$ cat src/design/dfp_pkg.sv
package dfp_pkg;

  // ----------------------------------------
  // clock and timing
  // ----------------------------------------
  localparam int unsigned CLK_HZ       = 20_000_000;
  localparam int unsigned BLINK_MS     = 250;
  localparam int unsigned BLINK_CYCLES = (CLK_HZ / 1000) * BLINK_MS;

  // ----------------------------------------
  // widths
  // ----------------------------------------
  localparam int unsigned UNIT_W = 3;
  localparam int unsigned ADDR_W = 12;

  // ----------------------------------------
  // register offsets
  // ----------------------------------------
  localparam logic [11:0] OFF_CTRL     = 12'h000;
  localparam logic [11:0] OFF_STATUS   = 12'h004;
  localparam logic [11:0] OFF_INT_STAT = 12'h008;
  localparam logic [11:0] OFF_INT_MASK = 12'h00C;

  // ----------------------------------------
  // control fields
  // ----------------------------------------
  localparam int unsigned CTRL_PREFER_B = 0;
  localparam int unsigned CTRL_W        = 1;
  localparam logic [0:0]  CTRL_RESET    = 1'h0;

  // ----------------------------------------
  // interrupt event bits
  // ----------------------------------------
  localparam int unsigned EV_READY_UP   = 0;
  localparam int unsigned EV_READY_DOWN = 1;
  localparam int unsigned EV_FAULT      = 2;
  localparam int unsigned EV_WR_REFUSED = 3;
  localparam int unsigned EV_SELF_TEST  = 4;
  localparam int unsigned EV_W          = 5;
  localparam logic [4:0]  INT_RESET     = 5'h00;

  // ----------------------------------------
  // drive states
  // ----------------------------------------
  typedef enum logic [2:0] {
    ST_STOPPED,
    ST_SPINUP,
    ST_INIT,
    ST_READY,
    ST_SEEK,
    ST_DRAIN,
    ST_SPINDOWN,
    ST_FAULT
  } dfp_state_t;

  // ----------------------------------------
  // carriers
  // ----------------------------------------
  typedef struct packed {
    logic run;
    logic write_inhibit_switch;
    logic port_a;
    logic port_b;
  } dfp_switch_t;

  typedef struct packed {
    logic run;
    logic fault;
    logic ready;
    logic write_inhibit;
    logic port_a;
    logic port_b;
  } dfp_lamp_t;

  typedef struct packed {
    logic at_speed;
    logic stopped;
    logic init_done;
    logic init_pass;
    logic fault;
  } dfp_mech_t;

endpackage

$ cat src/design/dfp_sync.sv
`timescale 1ns/10ps
`default_nettype none
// ----------------------------------------
// two-stage synchroniser
// ----------------------------------------
module dfp_sync #(
  parameter int unsigned W = 1
) (
  // clock and reset
  input  wire logic         sys_clk,
  input  wire logic         rst,
  // data
  input  wire logic [W-1:0] d,
  output logic      [W-1:0] q
);

  logic [W-1:0] meta_ff;

  always_ff @(posedge sys_clk) begin
    if (rst) begin
      meta_ff <= '0;
      q       <= '0;
    end else begin
      meta_ff <= d;
      q       <= meta_ff;
    end
  end

endmodule
`default_nettype wire

$ cat src/design/dfp_blink.sv
`timescale 1ns/10ps
`default_nettype none
// ----------------------------------------
// lamp blinker, toggles every half period
// ----------------------------------------
module dfp_blink #(
  parameter int unsigned HALF = dfp_pkg::BLINK_CYCLES
) (
  // clock and reset
  input  wire logic sys_clk,
  input  wire logic rst,
  // control
  input  wire logic run,
  output logic      phase_ff
);

  logic [31:0] cnt_ff;

  always_ff @(posedge sys_clk) begin
    if (rst || !run) begin
      cnt_ff   <= 32'h0000_0000;
      phase_ff <= 1'b0;
    end else if (cnt_ff >= HALF - 1) begin
      cnt_ff   <= 32'h0000_0000;
      phase_ff <= ~phase_ff;
    end else begin
      cnt_ff <= cnt_ff + 32'h0000_0001;
    end
  end

endmodule
`default_nettype wire

$ cat src/design/dfp_panel.sv
`timescale 1ns/10ps
`default_nettype none
module dfp_panel #(
  parameter int unsigned BLINK_HALF = dfp_pkg::BLINK_CYCLES
) (
  // clock and reset
  input  wire logic                         sys_clk,
  input  wire logic                         rst,
  // apb slave
  input  wire logic                         psel,
  input  wire logic                         penable,
  input  wire logic                         pwrite,
  input  wire logic [dfp_pkg::ADDR_W-1:0]   paddr,
  input  wire logic [31:0]                  pwdata,
  output logic      [31:0]                  prdata,
  output logic                              pready,
  output logic                              pslverr,
  output logic                              irq,
  // panel pins
  input  wire dfp_pkg::dfp_switch_t         switches,
  input  wire logic [dfp_pkg::UNIT_W-1:0]   unit_plug,
  output dfp_pkg::dfp_lamp_t                lamps,
  // controller side pins
  input  wire logic [dfp_pkg::UNIT_W-1:0]   drive_select,
  input  wire logic                         port_a_access,
  input  wire logic                         port_b_access,
  input  wire logic                         write_cmd,
  input  wire logic                         seek_cmd,
  output logic                              selected,
  output logic                              drive_ready,
  output logic                              port_a_online,
  output logic                              port_b_online,
  output logic                              write_accept,
  output logic                              write_refuse,
  // drive mechanics
  input  wire dfp_pkg::dfp_mech_t           mech,
  input  wire logic                         seek_done,
  input  wire logic                         ops_pending,
  output logic                              spindle_on,
  output logic                              seek_start,
  output logic                              diag_enable
);

  // ----------------------------------------
  // pin synchronisers
  // ----------------------------------------
  dfp_pkg::dfp_switch_t            sw;
  logic [dfp_pkg::UNIT_W-1:0]      unit_code;
  logic [dfp_pkg::UNIT_W-1:0]      sel_lines;
  logic                            acc_a;
  logic                            acc_b;
  logic                            wr_cmd;
  logic                            sk_cmd;

  dfp_sync #(.W(4)) u_sync_sw (
    .sys_clk (sys_clk),
    .rst     (rst),
    .d       (switches),
    .q       (sw)
  );

  dfp_sync #(.W(2 * dfp_pkg::UNIT_W + 4)) u_sync_ctl (
    .sys_clk (sys_clk),
    .rst     (rst),
    .d       ({unit_plug, drive_select, port_a_access, port_b_access,
               write_cmd, seek_cmd}),
    .q       ({unit_code, sel_lines, acc_a, acc_b, wr_cmd, sk_cmd})
  );

  // ----------------------------------------
  // registers and shared terms
  // ----------------------------------------
  dfp_pkg::dfp_state_t             state_ff;
  dfp_pkg::dfp_state_t             nxt_state;
  logic [dfp_pkg::CTRL_W-1:0]      ctrl_ff;
  logic [dfp_pkg::EV_W-1:0]        int_stat_ff;
  logic [dfp_pkg::EV_W-1:0]        int_mask_ff;
  logic [dfp_pkg::EV_W-1:0]        events;
  logic                            active_a_ff;
  logic                            active_b_ff;
  logic                            ready_q;
  logic                            ready_prev_ff;
  logic                            self_test;
  logic                            blink;
  logic                            sel_hit;
  logic                            online;
  logic                            apb_wr;
  logic                            apb_rd;

  assign self_test = !sw.port_a && !sw.port_b;
  assign sel_hit   = (sel_lines == unit_code);
  assign online    = active_a_ff || active_b_ff;
  assign apb_wr    = psel && penable && !pready && pwrite;
  assign apb_rd    = psel && penable && !pready && !pwrite;

  function automatic logic hit(input logic [dfp_pkg::ADDR_W-1:0] a,
                               input logic [11:0] off);
    hit = (a == off);
  endfunction

  dfp_blink #(.HALF(BLINK_HALF)) u_blink (
    .sys_clk  (sys_clk),
    .rst      (rst),
    .run      (self_test),
    .phase_ff (blink)
  );

  // ----------------------------------------
  // spindle state machine
  // ----------------------------------------
  always_comb begin
    nxt_state = state_ff;
    case (state_ff)
      dfp_pkg::ST_STOPPED: begin
        if (sw.run) begin
          nxt_state = dfp_pkg::ST_SPINUP;
        end
      end
      dfp_pkg::ST_SPINUP: begin
        if (mech.fault) begin
          nxt_state = dfp_pkg::ST_FAULT;
        end else if (!sw.run) begin
          nxt_state = dfp_pkg::ST_SPINDOWN;
        end else if (mech.at_speed) begin
          nxt_state = dfp_pkg::ST_INIT;
        end
      end
      dfp_pkg::ST_INIT: begin
        if (mech.fault) begin
          nxt_state = dfp_pkg::ST_FAULT;
        end else if (mech.init_done) begin
          nxt_state = mech.init_pass ? dfp_pkg::ST_READY
                                     : dfp_pkg::ST_FAULT;
        end
      end
      dfp_pkg::ST_READY: begin
        if (mech.fault) begin
          nxt_state = dfp_pkg::ST_FAULT;
        end else if (!sw.run) begin
          nxt_state = (online || ops_pending) ? dfp_pkg::ST_DRAIN
                                              : dfp_pkg::ST_SPINDOWN;
        end else if (sk_cmd && sel_hit && online) begin
          nxt_state = dfp_pkg::ST_SEEK;
        end
      end
      dfp_pkg::ST_SEEK: begin
        if (mech.fault) begin
          nxt_state = dfp_pkg::ST_FAULT;
        end else if (seek_done) begin
          nxt_state = sw.run ? dfp_pkg::ST_READY
                             : dfp_pkg::ST_DRAIN;
        end
      end
      dfp_pkg::ST_DRAIN: begin
        if (mech.fault) begin
          nxt_state = dfp_pkg::ST_FAULT;
        end else if (!ops_pending) begin
          nxt_state = dfp_pkg::ST_SPINDOWN;
        end
      end
      dfp_pkg::ST_SPINDOWN: begin
        if (mech.stopped) begin
          nxt_state = dfp_pkg::ST_STOPPED;
        end
      end
      dfp_pkg::ST_FAULT: begin
        if (!sw.run) begin
          nxt_state = dfp_pkg::ST_SPINDOWN;
        end
      end
      default: begin
        nxt_state = dfp_pkg::ST_STOPPED;
      end
    endcase
  end

  always_ff @(posedge sys_clk) begin
    if (rst) begin
      state_ff <= dfp_pkg::ST_STOPPED;
    end else begin
      state_ff <= nxt_state;
    end
  end

  // ----------------------------------------
  // ready qualification
  // ----------------------------------------
  assign ready_q = (nxt_state == dfp_pkg::ST_READY)
                   && sw.run && !mech.stopped
                   && !self_test && !mech.fault;

  always_ff @(posedge sys_clk) begin
    if (rst) begin
      drive_ready   <= 1'b0;
      ready_prev_ff <= 1'b0;
    end else begin
      drive_ready   <= ready_q;
      ready_prev_ff <= drive_ready;
    end
  end

  // ----------------------------------------
  // port arbitration
  // ----------------------------------------
  always_ff @(posedge sys_clk) begin
    if (rst) begin
      active_a_ff <= 1'b0;
      active_b_ff <= 1'b0;
    end else if (active_a_ff) begin
      active_a_ff <= sw.port_a && acc_a;
    end else if (active_b_ff) begin
      active_b_ff <= sw.port_b && acc_b;
    end else if (sw.port_a && acc_a && sw.port_b && acc_b) begin
      active_a_ff <= !ctrl_ff[dfp_pkg::CTRL_PREFER_B];
      active_b_ff <= ctrl_ff[dfp_pkg::CTRL_PREFER_B];
    end else begin
      active_a_ff <= sw.port_a && acc_a;
      active_b_ff <= sw.port_b && acc_b;
    end
  end

  always_ff @(posedge sys_clk) begin
    if (rst) begin
      port_a_online <= 1'b0;
      port_b_online <= 1'b0;
      selected      <= 1'b0;
      diag_enable   <= 1'b0;
    end else begin
      port_a_online <= active_a_ff;
      port_b_online <= active_b_ff;
      selected      <= sel_hit;
      diag_enable   <= self_test;
    end
  end

  // ----------------------------------------
  // write and seek commands
  // ----------------------------------------
  always_ff @(posedge sys_clk) begin
    if (rst) begin
      write_accept <= 1'b0;
      write_refuse <= 1'b0;
      seek_start   <= 1'b0;
    end else begin
      write_accept <= wr_cmd && sel_hit && online && drive_ready
                      && !sw.write_inhibit_switch;
      write_refuse <= wr_cmd && sel_hit && online
                      && sw.write_inhibit_switch;
      seek_start   <= (state_ff == dfp_pkg::ST_READY)
                      && (nxt_state == dfp_pkg::ST_SEEK);
    end
  end

  // ----------------------------------------
  // lamps and spindle
  // ----------------------------------------
  always_ff @(posedge sys_clk) begin
    if (rst) begin
      lamps      <= '0;
      spindle_on <= 1'b0;
    end else begin
      lamps.run           <= (nxt_state != dfp_pkg::ST_STOPPED);
      lamps.fault         <= (nxt_state == dfp_pkg::ST_FAULT);
      lamps.ready         <= self_test ? blink : ready_q;
      lamps.write_inhibit <= sw.write_inhibit_switch;
      lamps.port_a        <= active_a_ff;
      lamps.port_b        <= active_b_ff;
      spindle_on          <= (sw.run && nxt_state != dfp_pkg::ST_SPINDOWN)
                             || (nxt_state == dfp_pkg::ST_DRAIN);
    end
  end

  // ----------------------------------------
  // interrupt events
  // ----------------------------------------
  always_comb begin
    events = '0;
    events[dfp_pkg::EV_READY_UP]   = drive_ready && !ready_prev_ff;
    events[dfp_pkg::EV_READY_DOWN] = !drive_ready && ready_prev_ff;
    events[dfp_pkg::EV_FAULT]      = (nxt_state == dfp_pkg::ST_FAULT)
                                     && (state_ff != dfp_pkg::ST_FAULT);
    events[dfp_pkg::EV_WR_REFUSED] = write_refuse;
    events[dfp_pkg::EV_SELF_TEST]  = self_test && !diag_enable;
  end

  always_ff @(posedge sys_clk) begin
    if (rst) begin
      int_stat_ff <= dfp_pkg::INT_RESET;
    end else if (apb_wr && hit(paddr, dfp_pkg::OFF_INT_STAT)) begin
      int_stat_ff <= (int_stat_ff & ~pwdata[dfp_pkg::EV_W-1:0]) | events;
    end else begin
      int_stat_ff <= int_stat_ff | events;
    end
  end

  always_ff @(posedge sys_clk) begin
    if (rst) begin
      irq <= 1'b0;
    end else begin
      irq <= |(int_stat_ff & int_mask_ff);
    end
  end

  // ----------------------------------------
  // apb register file
  // ----------------------------------------
  always_ff @(posedge sys_clk) begin
    if (rst) begin
      ctrl_ff     <= dfp_pkg::CTRL_RESET;
      int_mask_ff <= dfp_pkg::INT_RESET;
    end else if (apb_wr) begin
      if (hit(paddr, dfp_pkg::OFF_CTRL)) begin
        ctrl_ff <= pwdata[dfp_pkg::CTRL_W-1:0];
      end
      if (hit(paddr, dfp_pkg::OFF_INT_MASK)) begin
        int_mask_ff <= pwdata[dfp_pkg::EV_W-1:0];
      end
    end
  end

  always_ff @(posedge sys_clk) begin
    if (rst) begin
      pready  <= 1'b0;
      pslverr <= 1'b0;
      prdata  <= 32'h0000_0000;
    end else begin
      pready  <= apb_wr || apb_rd;
      pslverr <= (apb_wr || apb_rd)
                 && !hit(paddr, dfp_pkg::OFF_CTRL)
                 && !hit(paddr, dfp_pkg::OFF_STATUS)
                 && !hit(paddr, dfp_pkg::OFF_INT_STAT)
                 && !hit(paddr, dfp_pkg::OFF_INT_MASK);
      prdata  <= 32'h0000_0000;
      if (apb_rd) begin
        if (hit(paddr, dfp_pkg::OFF_CTRL)) begin
          prdata <= {31'h0000_0000, ctrl_ff};
        end
        if (hit(paddr, dfp_pkg::OFF_STATUS)) begin
          prdata <= {19'h0_0000, unit_code, 1'b0, state_ff, lamps};
        end
        if (hit(paddr, dfp_pkg::OFF_INT_STAT)) begin
          prdata <= {27'h000_0000, int_stat_ff};
        end
        if (hit(paddr, dfp_pkg::OFF_INT_MASK)) begin
          prdata <= {27'h000_0000, int_mask_ff};
        end
      end
    end
  end

endmodule
`default_nettype wire

$ cat config.mk
export PLATFORM = sky130hd
export DESIGN_NAME = dfp_panel
export DESIGN_NICKNAME = d
export VERILOG_FILES = /design/src/design/dfp_pkg.sv /design/src/design/dfp_sync.sv /design/src/design/dfp_blink.sv /design/src/design/dfp_panel.sv
export SDC_FILE = /design/constraint.sdc
export NUM_CORES = 1
export LEC_CHECK = 0
export ABC_AREA = 1
export BUFFER_PORTS_ARGS = -buffer_cell sky130_fd_sc_hd__buf_2
export CELL_PAD_IN_SITES_DETAIL_PLACEMENT = 0
export CELL_PAD_IN_SITES_GLOBAL_PLACEMENT = 2
export CORE_ASPECT_RATIO = 1.2
export CORE_MARGIN = 3
export CORE_UTILIZATION = 26
export CTS_CLUSTER_DIAMETER = 50
export DETAILED_ROUTE_END_ITERATION = 7
export PLACE_DENSITY_LB_ADDON = 0.1
export SYNTH_ARGS = -nofsm -noshare
export SYNTH_HDL_FRONTEND = slang
export SYNTH_SLANG_ARGS = --single-unit
$ cat constraint.sdc
create_clock -name sys_clk -period 1.48 [get_ports sys_clk]
set_input_delay 0 -clock sys_clk [delete_from_list [all_inputs] [get_ports sys_clk]]
set_output_delay 0 -clock sys_clk [all_outputs]
set_load 0.05 [all_outputs]
# After elaboration in Yosys (flattened, before gate mapping)
# Index checks and enable logic that the tools add are counted.
[word_totals]
out_inout_bits = 50
in_bits = 70
reg_bits = 126
word_cells = 150
[op_classes]
add_sub_neg = 1
reduce_logical = 62
magnitude_cmp = 1
n_eq_ne = 17
bitwise = 7
n_mux = 30
[op_table]
columns = ["op", "count"]
rows = [
  ["3-bit two-way mux", 17],
  ["32-bit by 1-bit adder with 32-bit output, second input constant", 1],
  ["32-bit by 23-bit greater-or-equal comparator with 1-bit output, second input constant", 1],
  ["1-bit logical AND", 31],
  ["12-bit by 4-bit equality test with 1-bit output, second input constant", 2],
  ["3-bit case mux with 8 select lines", 1],
  ["3-bit equality test, second input constant", 7],
  ["1-bit zero test", 16],
  ["5-bit two-way mux", 3],
  ["13-bit two-way mux", 1],
  ["12-bit by 3-bit equality test with 1-bit output, second input constant", 1],
  ["12-bit zero test", 1],
  ["5-bit bitwise AND", 2],
  ["5-bit OR", 2],
  ["5-bit OR reduction", 2],
  ["3-bit by 2-bit equality test with 1-bit output, second input constant", 3],
  ["1-bit two-way mux", 7],
  ["3-bit inequality test, second input constant", 2],
  ["1-bit logical OR", 5],
  ["5-bit inverter", 1],
  ["2-bit AND reduction", 2],
  ["2-bit OR reduction", 2],
  ["4-bit OR reduction", 1],
  ["3-bit by 1-bit equality test with 1-bit output, second input constant", 1],
  ["5 further kinds", 6],
]

# Logic depth before layout (Yosys ltp)
[logic_depth]
ltp_word = 13
depth_mapped = 12
mapped_depth_nobuf = 12

# Modules after synthesis
# A second synthesis with hierarchy kept.
[hier_totals]
cells_unflattened = 616
area_unflattened_um2 = 4615.7
[modules_own_cells]
columns = ["mod", "area_each_um2", "n_inst", "cells_per_inst", "seq_area_each_um2"]
rows = [
  ["dfp_panel", 2265.9, 1, 323, 900.9],
  ["dfp_blink", 1545.2, 1, 206, 660.6],
  ["dfp_sync at u_sync_ctl", 573.0, 1, 62, 400.4],
  ["dfp_sync at u_sync_sw", 231.5, 1, 25, 160.2],
]

# Least setup slack after synthesis
# No wires, ideal clock.
[synth_timing]
path_kind = "reg2reg"
startpoint = "register u_blink.cnt_ff[0]"
endpoint = "register u_blink.cnt_ff[11]"
setup_slack_ns = -0.024
path_buffers = 1
setup_ns = 0.117
t_arrival_ns = 1.387
synth_period_minus_slack_ns = 1.504
stages_incl_launch_ff = 12
cell_sequence = "dfxtp_1 > ha_1 > nand2_2 > nor2_4 > nand2_2 > nand2_1 > nand3_1 > nand3_1 > nand2_1 > nand3_2 > buf_4 > nor2_1"
[synth_via]
elab_chain_len = 2
[synth_rtl]
columns = ["element", "line", "source"]
rows = [
  ["from (decl)", "dfp_blink.sv:17", "logic [31:0] cnt_ff;"],
  ["from (signal assigned)", "dfp_blink.sv:27", "cnt_ff <= cnt_ff + 32'h0000_0001;"],
  ["32-bit by 23-bit greater-or-equal comparator with 1-bit output", "dfp_blink.sv:23", "end else if (cnt_ff >= HALF - 1) begin"],
  ["2-bit OR reduction (no source line)", "n/a", ""],
]
# Parallel ways exist; a longest one is shown, timed or not.
# A chain may end at the register's enable or synchronous reset.

# Worst setup path in the final report
[layout_timing]
startpoint = "register u_blink.cnt_ff[0]"
endpoint = "register u_blink.cnt_ff[12]"
# The elaborated chain is that of the path after synthesis.

==> flow_metrics.py <==
metrics = {
    "synth": {
        "ys_warn_count": 0,
        "synthTopCellsByArea": "dfxtp_1 48%, nor2_1 7.1%, inv_1 7.0%, nand2_1 6.7%, buf_4 4.4%",
        "synth_seq_cells": 106,
        "syn_area_per_cell_sq_um": 7.931,
        "synth_top_area_share_pct": 47.69,
        "synth_ff_type": "dfxtp_1",
        "synth_seq_area_share_pct": 47.69,
        "async_reset_ff_share_pct": 0,
        "synth_cell_type_count": 44,
        "synth_cells": 561,
        "yosysTopAreaCell": "dfxtp_1",
        "synth.cell_area_sq_um": 4449,
        "yosysMostFrequentCell": "dfxtp_1",
        "synth_common_cells": "106 x dfxtp_1, 84 x nor2_1, 83 x inv_1, 80 x nand2_1, 26 x buf_4",
        "synth_edf_count": 0,
    },
    "timing": {
        "skew_ns": 0.01392,
        "postLayoutSetupSlackWorst_ns": -0.09513,
        "min_period_over_period_pct": 106.4,
        "maxSlewViolCount": 0,
        "period_minus_slack_ns": 1.575,
        "setup_tns_ns": -1.264,
        "finalSetupViolCount": 25,
        "rsz0062_at_grt": "true",
        "hold_viol_final": 0,
        "max_freq_mhz": 634.9,
    },
    "die": {
        "design.portCount": 120,
        "die_w_microns": 125.4,
        "die_area_sq_um": 18720,
        "rows": 51,
        "die_y_microns": 149.3,
        "core_sq_um": 16530,
        "start_util_pct": 26.92,
    },
    "layout": {
        "syn_to_final_growth_pct": 45.05,
        "final_nets": 797,
        "drive_gt1_share_pct": 37.07,
        "diodes": 0,
        "fill_cells": 1746,
    },
    "cts": {
        "cts_max_level": 3,
        "clockBufferDepth": 2,
        "numCtsBuffers": 9,
        "clock_sinks": 106,
        "path_clk_slew_ns": 0.08,
        "cts_root_buffer": "clkbuf_16",
        "cts_tree": "done",
        "clk_latency_ns": 0.37,
    },
    "pwr": {
        "leakage_nw": 2.898,
        "power_density_nw_per_um2": 1154,
        "power_mw": 7.445,
        "ir_drop_mv": 0.5554,
    },
    "worst_setup_path": {
        "arrival_ns": 1.83,
        "crit_path_cell_trace": "ha_4 > nand2_4 > nor2_4 > buf_12 > nand3_2 > nor3_4 > buf_4 > xor2_1 > nor2_2",
        "r2r-end": "u_blink.cnt_ff[12]",
        "path_max_fanout": 3,
        "r2r_slack_ns": -0.1,
        "ff2ff_path_depth": 9,
        "cpPeakStageDelay_ns": 0.36,
        "cpMaxStageDelayCell": "dfxtp_2",
        "crit_required_ns": 1.73,
        "start_kind": "register",
        "criticalPathCategory": "reg -> reg",
        "reg2reg_from": "u_blink.cnt_ff[0]",
        "setup.worst_path.end_class": "register",
    },
    "outcome": {
        "violations": "negative setup slack",
        "status": "complete, but fails checks",
    },
    "min_path": {
        "hp-class": "in -> reg",
        "worstHoldPathCells": 4,
        "hp-start": "paddr[1]",
        "hold_end": "prdata[0]",
    },
    "grt": {
        "antenna_found_initial": 0,
        "grt_use_total_pct": 12.20,
        "grt_pass1_vias": 3836,
        "grt_max_degree": 40,
        "grt_pass1_wl_microns": 18290,
        "globalRouteOverflowTotal": 0,
    },
    "routing": {
        "detail-route-antenna-nets": 0,
        "via_count": 3893,
        "avgRoutedWirePerCell_microns": 11.99,
        "first_pass_iters": 4,
        "routed_wl_microns": 11310,
        "drcViolationCount": 0,
        "avgViaCountPerCell": 4.128,
        "drt-initial-drc-count": 174,
    },
    "placement": {
        "dp_hpwl_microns": 8316,
        "gp_congestion": 0.7903,
        "numPortBuffers": 72,
    },
    "flow_run": {
        "maxCapViolCount": 0,
    },
}
==> where the power goes <==
part	switching, mW	total (mW)	internal (mW)
combinational	1.09	1.80	0.713
sequential	0.137	3.16	3.02
clock	1.27	2.49	1.22
==> cells by family (layout without fill, tap and decap cells) <==
| group | Yosys count | after routing | synth area share [%] |
|---|---|---|---|
| buffers and inverters | 124 | 266 | 12.82 |
| AO/OA/AOI/OAI | 63 | 63 | 8.521 |
| adder cells (fa/ha/maj) | 1 | 1 | 0.2812 |
| other | 1 | 29 | 0.08428 |
| AND/OR/NAND/NOR | 254 | 254 | 28.23 |
| flip-flops | 106 | 106 | 47.69 |
| XOR/XNOR | 12 | 12 | 2.362 |
==> how the worst max path moves through the flow <==
stage                       from                  to  slack (ns)
2_1_floorplan  u_blink.cnt_ff[0]  u_blink.cnt_ff[11]       0.006
3_3_place_gp         state_ff[2]            lamps[3]       -0.10
3_5_place_dp         state_ff[1]            lamps[3]       -0.14
4_1_cts        u_blink.cnt_ff[0]  u_blink.cnt_ff[18]        -0.1
5_1_grt        u_blink.cnt_ff[0]  u_blink.cnt_ff[18]       -0.20
6_report       u_blink.cnt_ff[0]  u_blink.cnt_ff[12]        -0.1
==> worst max-delay path: cells and delay by family (launching register included) <==
| kind | cells | cell delay [ns] |
|---|---|---|
| XOR/XNOR | 1 | 0.16 |
| adder cells (fa/ha/maj) | 1 | 0.15 |
| buffers and inverters | 2 | 0.27 |
| flip-flops | 1 | 0.36 |
| AND/OR/NAND/NOR | 5 | 0.54 |
==> registers in the layout, summed over array words and instances, names as in the netlist, 3 cells and up <==
name / count
u_blink.cnt_ff: 32
int_stat_ff: 5
int_mask_ff: 5
u_sync_sw.meta_ff: 4
u_sync_sw.q: 4
u_sync_ctl.meta_ff: 10
u_sync_ctl.q: 10
prdata: 12
lamps: 6
state_ff: 3
==> cell type report <==
cell class                 count  area (sq um)  share of cell area [%]
multi-input combinational    359          2177                   33.73
timing repair buffer         158          1190                   18.44
sequential                   106          2147                   33.27
inverter                      92         355.3                   5.506
clock buffer                   9         225.2                   3.490
clock inverter                 7         93.84                   1.454
tap                          212         265.3                   4.110
==> routing by layer <==
| layer | wire length, microns | track usage (%) |
|---|---|---|
| met3 | 415 | 2.221 |
| met5 | 0 | 0 |
| met4 | 252 | 5.965 |
| met1 | 5148 | 15.04 |
| met2 | 5489 | 20.59 |
==> cell usage in the layout, fill, tap and decap left out, types with 13 or more instances in the layout <==
| cell | n |
|---|---|
| nor2_1 | 68 |
| dfxtp_1 | 94 |
| nand2_1 | 66 |
| buf_2 | 72 |
| conb_1 | 29 |
| buf_4 | 47 |
| nand3_1 | 18 |
| o21ai_0 | 16 |
| inv_1 | 80 |
| a21oi_1 | 13 |
| nor2_2 | 19 |
| dlygate4sd3_1 | 25 |
| nand2_2 | 17 |
==> through the flow <==
| step | setup slack, ns | hold slack, ns | utilization [%] | cells | cell area (sq um) |
|---|---|---|---|---|---|
| after floorplan | 0.005968 | 0.08240 | - | 589 | 4557 |
| after global placement | -0.1022 | 0.1984 | 32.45 | 890 | 5363 |
| after detailed placement | -0.1422 | 0.2067 | 32.45 | 890 | 5363 |
| after CTS | -0.09984 | 0.01373 | 37.05 | 937 | 6123 |
| after global routing | -0.2021 | 0.06762 | 39.05 | 943 | 6454 |
| final | -0.09513 | 0.05885 | 39.05 | 943 | 6454 |
==> timing repair <==
item,4_1_cts,5_1_grt
hold buffers,25,0
pin swaps,2,27
gates cloned,1,1
setup buffers,5,5
hold endpoints to repair,28,0
resized for setup,27,83
setup endpoints to repair,35,46
Note: power is estimated with default switching activity, not from simulation.
